--- src/pulse_timer.v ---
// One-shot cycle counter: loads a count on start, pulses done at zero.
// Assumes start and count come from logic on the same clock.
`timescale 1ns/100ps
`default_nettype none
module pulse_timer (
  input wire i_clk,             // Core clock
  input wire i_nrst,            // Async reset, active low
  input wire i_start,           // Load count and run
  input wire [27:0] i_count,    // Cycles to wait
  output reg o_done             // One-cycle pulse at expiry
);
  reg [27:0] remain;
  reg running;
  // Count down; a zero load expires on the next cycle
  always @(posedge i_clk or negedge i_nrst) begin
    if (!i_nrst) begin
      remain <= 28'h0000000;
      running <= 1'b0;
      o_done <= 1'b0;
    end else begin
      o_done <= 1'b0;
      if (i_start) begin
        remain <= i_count;
        running <= 1'b1;
      end else if (running) begin
        if (remain == 28'h0000000) begin
          running <= 1'b0;
          o_done <= 1'b1;
        end else begin
          remain <= remain - 28'h0000001;
        end
      end
    end
  end
endmodule // pulse_timer
`default_nettype wire

--- config.mk ---
export PLATFORM = sky130hd
export DESIGN_NAME = pulse_timer
export DESIGN_NICKNAME = d
export VERILOG_FILES = /design/src/pulse_timer.v
export SDC_FILE = /design/constraint.sdc
export NUM_CORES = 1
export LEC_CHECK = 0
export ABC_CLOCK_PERIOD_IN_PS = 6880
export BUFFER_PORTS_ARGS = -buffer_cell sky130_fd_sc_hd__clkbuf_2
export CAP_MARGIN = 20
export CELL_PAD_IN_SITES_DETAIL_PLACEMENT = 0
export CELL_PAD_IN_SITES_GLOBAL_PLACEMENT = 1
export CORE_ASPECT_RATIO = 1.75
export CORE_UTILIZATION = 45
export CTS_CLUSTER_SIZE = 12
export DETAILED_ROUTE_END_ITERATION = 16
export HOLD_SLACK_MARGIN = 0.15
export PLACE_DENSITY = 0.83
export SYNTH_ARGS = -nofsm -noshare
export SYNTH_HDL_FRONTEND = slang
export SYNTH_SLANG_ARGS = --single-unit
--- constraint.sdc ---
create_clock -name i_clk -period 6.88 [get_ports i_clk]
set_input_delay 1.032 -clock i_clk [delete_from_list [all_inputs] [get_ports i_clk]]
set_output_delay 1.032 -clock i_clk [all_outputs]
set_load 0.02 [all_outputs]
==> impl_metrics.prom <==
# TYPE chip_impl_metric gauge
chip_impl_info{name="status",value="complete, no violations"} 1
chip_impl_metric{name="synth.ff_latch_count",unit=""} 30
chip_impl_info{name="critical-path-top-delay-family",value="compound AO/OA/AOI/OAI gates"} 1
chip_impl_metric{name="worst_slew_pin_slew",unit="ns"} 0.7970
chip_impl_metric{name="finalClockSkew",unit="ns"} 0.008059
chip_impl_metric{name="fin_tns_setup",unit="ns"} 0
chip_impl_metric{name="initialDrtViolationCount",unit=""} 78
chip_impl_metric{name="dp_hpwl",unit="um"} 3447
chip_impl_metric{name="grt_start_max_net_pins",unit=""} 65
chip_impl_metric{name="cts_hold_repair.buffers",unit=""} 0
chip_impl_metric{name="areaGrowthSynthToFinish",unit="%"} 13.69
chip_impl_metric{name="drc",unit=""} 0
chip_impl_metric{name="io_port_bufs",unit=""} 31
chip_impl_metric{name="drt-wirelength-per-cell",unit="um"} 16.92
chip_impl_metric{name="cts-resized-gates",unit=""} 0
chip_impl_info{name="mostFrequentLayoutCell",value="sky130_fd_sc_hd__clkbuf_2"} 1
chip_impl_metric{name="ir_drop",unit="uV"} 144.8
chip_impl_metric{name="io_pins",unit=""} 32
chip_impl_metric{name="arr_time_crit_path",unit="ns"} 2.94
chip_impl_metric{name="yosys_warnings",unit=""} 0
chip_impl_metric{name="layout-drive-gt1-share",unit=""} 0.2008
chip_impl_metric{name="global_route.overflow_total",unit=""} 0
chip_impl_info{name="cts-root-buf",value="sky130_fd_sc_hd__clkbuf_8"} 1
chip_impl_metric{name="die_area",unit="mm2"} 0.004520
chip_impl_info{name="worst_setup_path_end_kind",value="flop"} 1
chip_impl_metric{name="p_per_area",unit="mW/mm2"} 203.1
chip_impl_metric{name="netlist_area",unit="mm2"} 0.001911
chip_impl_metric{name="syn_inst",unit=""} 222
chip_impl_metric{name="die_height",unit="um"} 88.20
chip_impl_info{name="crit_type",value="input port to flop"} 1
chip_impl_metric{name="chipWidth",unit="um"} 51.26
chip_impl_metric{name="std_cell_rows",unit=""} 31
chip_impl_metric{name="synth.distinct_cells",unit=""} 50
chip_impl_info{name="critical_path.startpoint_type",value="input port"} 1
chip_impl_metric{name="clockBufferDepth",unit=""} 2
chip_impl_metric{name="clk_latency",unit="ns"} 0.29
chip_impl_metric{name="tritoncts.num_buffers",unit=""} 5
chip_impl_metric{name="clkSlewWorstSetupHoldPaths",unit="ns"} 0.07
chip_impl_metric{name="grtUsageTotal",unit=""} 0.2553
chip_impl_metric{name="postCtsSetupBuffers",unit=""} 0
chip_impl_metric{name="maximum_cell_stage_delay_along_the_critical_path",unit="ns"} 0.49
chip_impl_metric{name="post_synth.cell_area_avg",unit="um2"} 8.606
chip_impl_metric{name="final-hold-violation-count",unit=""} 0
chip_impl_metric{name="grt_first_pass_wirelength",unit="um"} 8576
chip_impl_metric{name="routed_antenna_nets",unit=""} 0
chip_impl_metric{name="drtPass1Iterations",unit=""} 5
chip_impl_metric{name="synth_sequential_area_ratio",unit=""} 0.3929
chip_impl_info{name="cts_tree",value="done"} 1
chip_impl_metric{name="number_of_nets_in_the_synthesized_netlist",unit=""} 255
chip_impl_info{name="cell_by_cell_listing_of_the_critical_path",value="clkbuf_2, buf_4, nor3_1, and4_1, a21o_4, inv_4, o21ai_0, a221o_1"} 1
chip_impl_info{name="layout.cells.most_common_list",value="sky130_fd_sc_hd__clkbuf_2 (31), sky130_fd_sc_hd__o21ai_0 (30), sky130_fd_sc_hd__dfrtp_1 (30)"} 1
chip_impl_metric{name="number_of_global_route_vias_before_repair",unit=""} 1890
chip_impl_metric{name="static-leakage-power",unit="nW"} 0.8766
chip_impl_metric{name="initial_antenna_violation_count",unit=""} 0
chip_impl_metric{name="final_core_utilization",unit=""} 0.5283
chip_impl_metric{name="gp_routability_congestion",unit=""} 0.8261
chip_impl_info{name="timing.hold.worst.class",value="flop to flop"} 1
chip_impl_metric{name="drt-vias-per-instance",unit=""} 6.195
chip_impl_metric{name="wp_data_required",unit="ns"} 7.05
chip_impl_metric{name="htree_num_levels",unit=""} 2
chip_impl_metric{name="cts_num_sinks",unit=""} 30
chip_impl_metric{name="finalCritPeriodShare",unit=""} 0.4024
chip_impl_metric{name="design.core.area",unit="mm2"} 0.004111
chip_impl_metric{name="totalWireLength",unit="um"} 5041
chip_impl_metric{name="final-setup-viol-count",unit=""} 0
chip_impl_metric{name="design.final.nets",unit=""} 281
chip_impl_metric{name="maxCapViolCount",unit=""} 0
chip_impl_metric{name="preCtsSetupSlack",unit="ns"} 3.831
chip_impl_metric{name="timing_max_transition_violations_final",unit=""} 0
chip_impl_metric{name="final_worst_setup_slack",unit="ns"} 4.111
chip_impl_metric{name="clock_period_minus_worst_slack",unit="ns"} 2.769
chip_impl_metric{name="path_max_fanout",unit=""} 64
chip_impl_metric{name="initial_utilization",unit=""} 0.4647
chip_impl_metric{name="antenna_cells_inserted",unit=""} 0
chip_impl_metric{name="vias",unit=""} 1846
chip_impl_metric{name="timing.critical_path.buf_inv",unit=""} 3
chip_impl_metric{name="max_freq",unit="GHz"} 0.3612
chip_impl_info{name="unrepaired_setup_endpoints_after_global_routing",value="false"} 1
chip_impl_metric{name="maxSlewHeadroom",unit=""} 0.4687
chip_impl_info{name="library_cell_contributing_the_largest_single_delay_on_the_critical_path",value="sky130_fd_sc_hd__buf_4"} 1
## worst paths after layout
check                           start         end  slack (ns)  depth (start not counted)
max                           i_start  remain[22]        4.11                          8
min in group asynchronous      i_nrst  remain[11]        0.82                          1
max in group asynchronous      i_nrst  remain[18]        5.55                          1
max reg2reg                 remain[1]  remain[24]        4.31                          7
min reg2reg                remain[25]  remain[25]        0.53                          1
min                        remain[25]  remain[25]        0.53                          1
## stage by stage
step,cells,instance area (um2),hold slack (ns),power (mW)
after global routing,298,2172,0.5671,0.4624
after global placement,290,2081,0.5078,0.2903
after detailed placement,290,2081,0.5047,0.2917
after floorplan,222,1911,0.4722,0.2636
after CTS,298,2172,0.5255,0.4415
final,298,2172,0.5266,0.4412
## worst register-to-register path: cells and delay by family, from the launching register on
family                   cells  cell delay [ns]
AND/OR/NAND/NOR              3             1.34
flip-flops                   1             0.43
AO/OA/AOI/OAI                2             0.33
adder cells (fa/ha/maj)      1             0.22
buffers and inverters        1             0.15
## synthesized netlist by cell type, drive strengths merged
master / instances / area share
a31oi: 4 / 0.013
nor2: 25 / 0.049
o211ai: 1 / 0.0039
nand4b: 1 / 0.0046
a211oi: 2 / 0.0079
nor4: 11 / 0.054
mux2i: 1 / 0.0052
nand4: 2 / 0.0065
o21ai: 30 / 0.079
o31ai: 1 / 0.0039
nor4b: 1 / 0.0046
and3: 2 / 0.0065
nand2: 9 / 0.018
a32oi: 2 / 0.0092
or2: 1 / 0.0033
dfrtp: 30 / 0.39
a21o: 2 / 0.012
nand3b: 1 / 0.0039
o21a: 1 / 0.0039
a22oi: 5 / 0.020
o2bb2ai: 7 / 0.032
a311o: 1 / 0.0052
a311oi: 1 / 0.0046
nor3: 12 / 0.037
nor3b: 4 / 0.016
or3b: 1 / 0.0046
ha: 2 / 0.013
or4b: 1 / 0.0052
or3: 5 / 0.016
nand2b: 1 / 0.0033
a31o: 1 / 0.0046
clkbuf: 8 / 0.016
o311ai: 1 / 0.0046
inv: 5 / 0.011
a211o: 1 / 0.0046
or4: 5 / 0.022
buf: 5 / 0.012
a21oi: 18 / 0.047
a221o: 1 / 0.0052
nand3: 3 / 0.0079
and2: 3 / 0.0098
and4: 3 / 0.014
o22a: 1 / 0.0046
## kinds of logic (layout without fill, tap and decap cells)
group | count (synthesis) | after routing | synth area share
AND/OR/NAND/NOR | 91 | 91 | 0.2849
AO/OA/AOI/OAI | 80 | 80 | 0.2646
flip-flops | 30 | 30 | 0.3929
buffers and inverters | 18 | 45 | 0.03929
adder cells (fa/ha/maj) | 2 | 2 | 0.01310
multiplexers | 1 | 1 | 0.005239
## where the power goes
group | switching (mW) | internal [mW]
combinational | 0.0401 | 0.0317
sequential | 0.0230 | 0.194
clock | 0.0720 | 0.0807
## flip-flops by register name, summed over array words and instances, names as in the netlist
| name | flops |
|---|---|
| o_done | 1 |
| running | 1 |
| remain | 28 |
## final cells by class
| cell class | count | area [um2] |
|---|---|---|
| fillers | 431 | 1939 |
| repair buffers | 32 | 162.7 |
| clock buffers | 7 | 86.33 |
| well taps | 49 | 61.31 |
| inverters | 5 | 21.27 |
| multi-input cells | 174 | 1085 |
| clock inverters | 1 | 5.005 |
| flip-flops and latches | 30 | 750.7 |
## routing by layer
layer  global-route usage  vias up  part of all wire
li1                     -      909                 -
met1               0.2941      888              0.41
met2               0.4522       42              0.53
met3              0.04688        7             0.038
met4               0.1106        0             0.015
met5                    0        -                 0
Note: power is estimated with default switching activity, not from simulation.
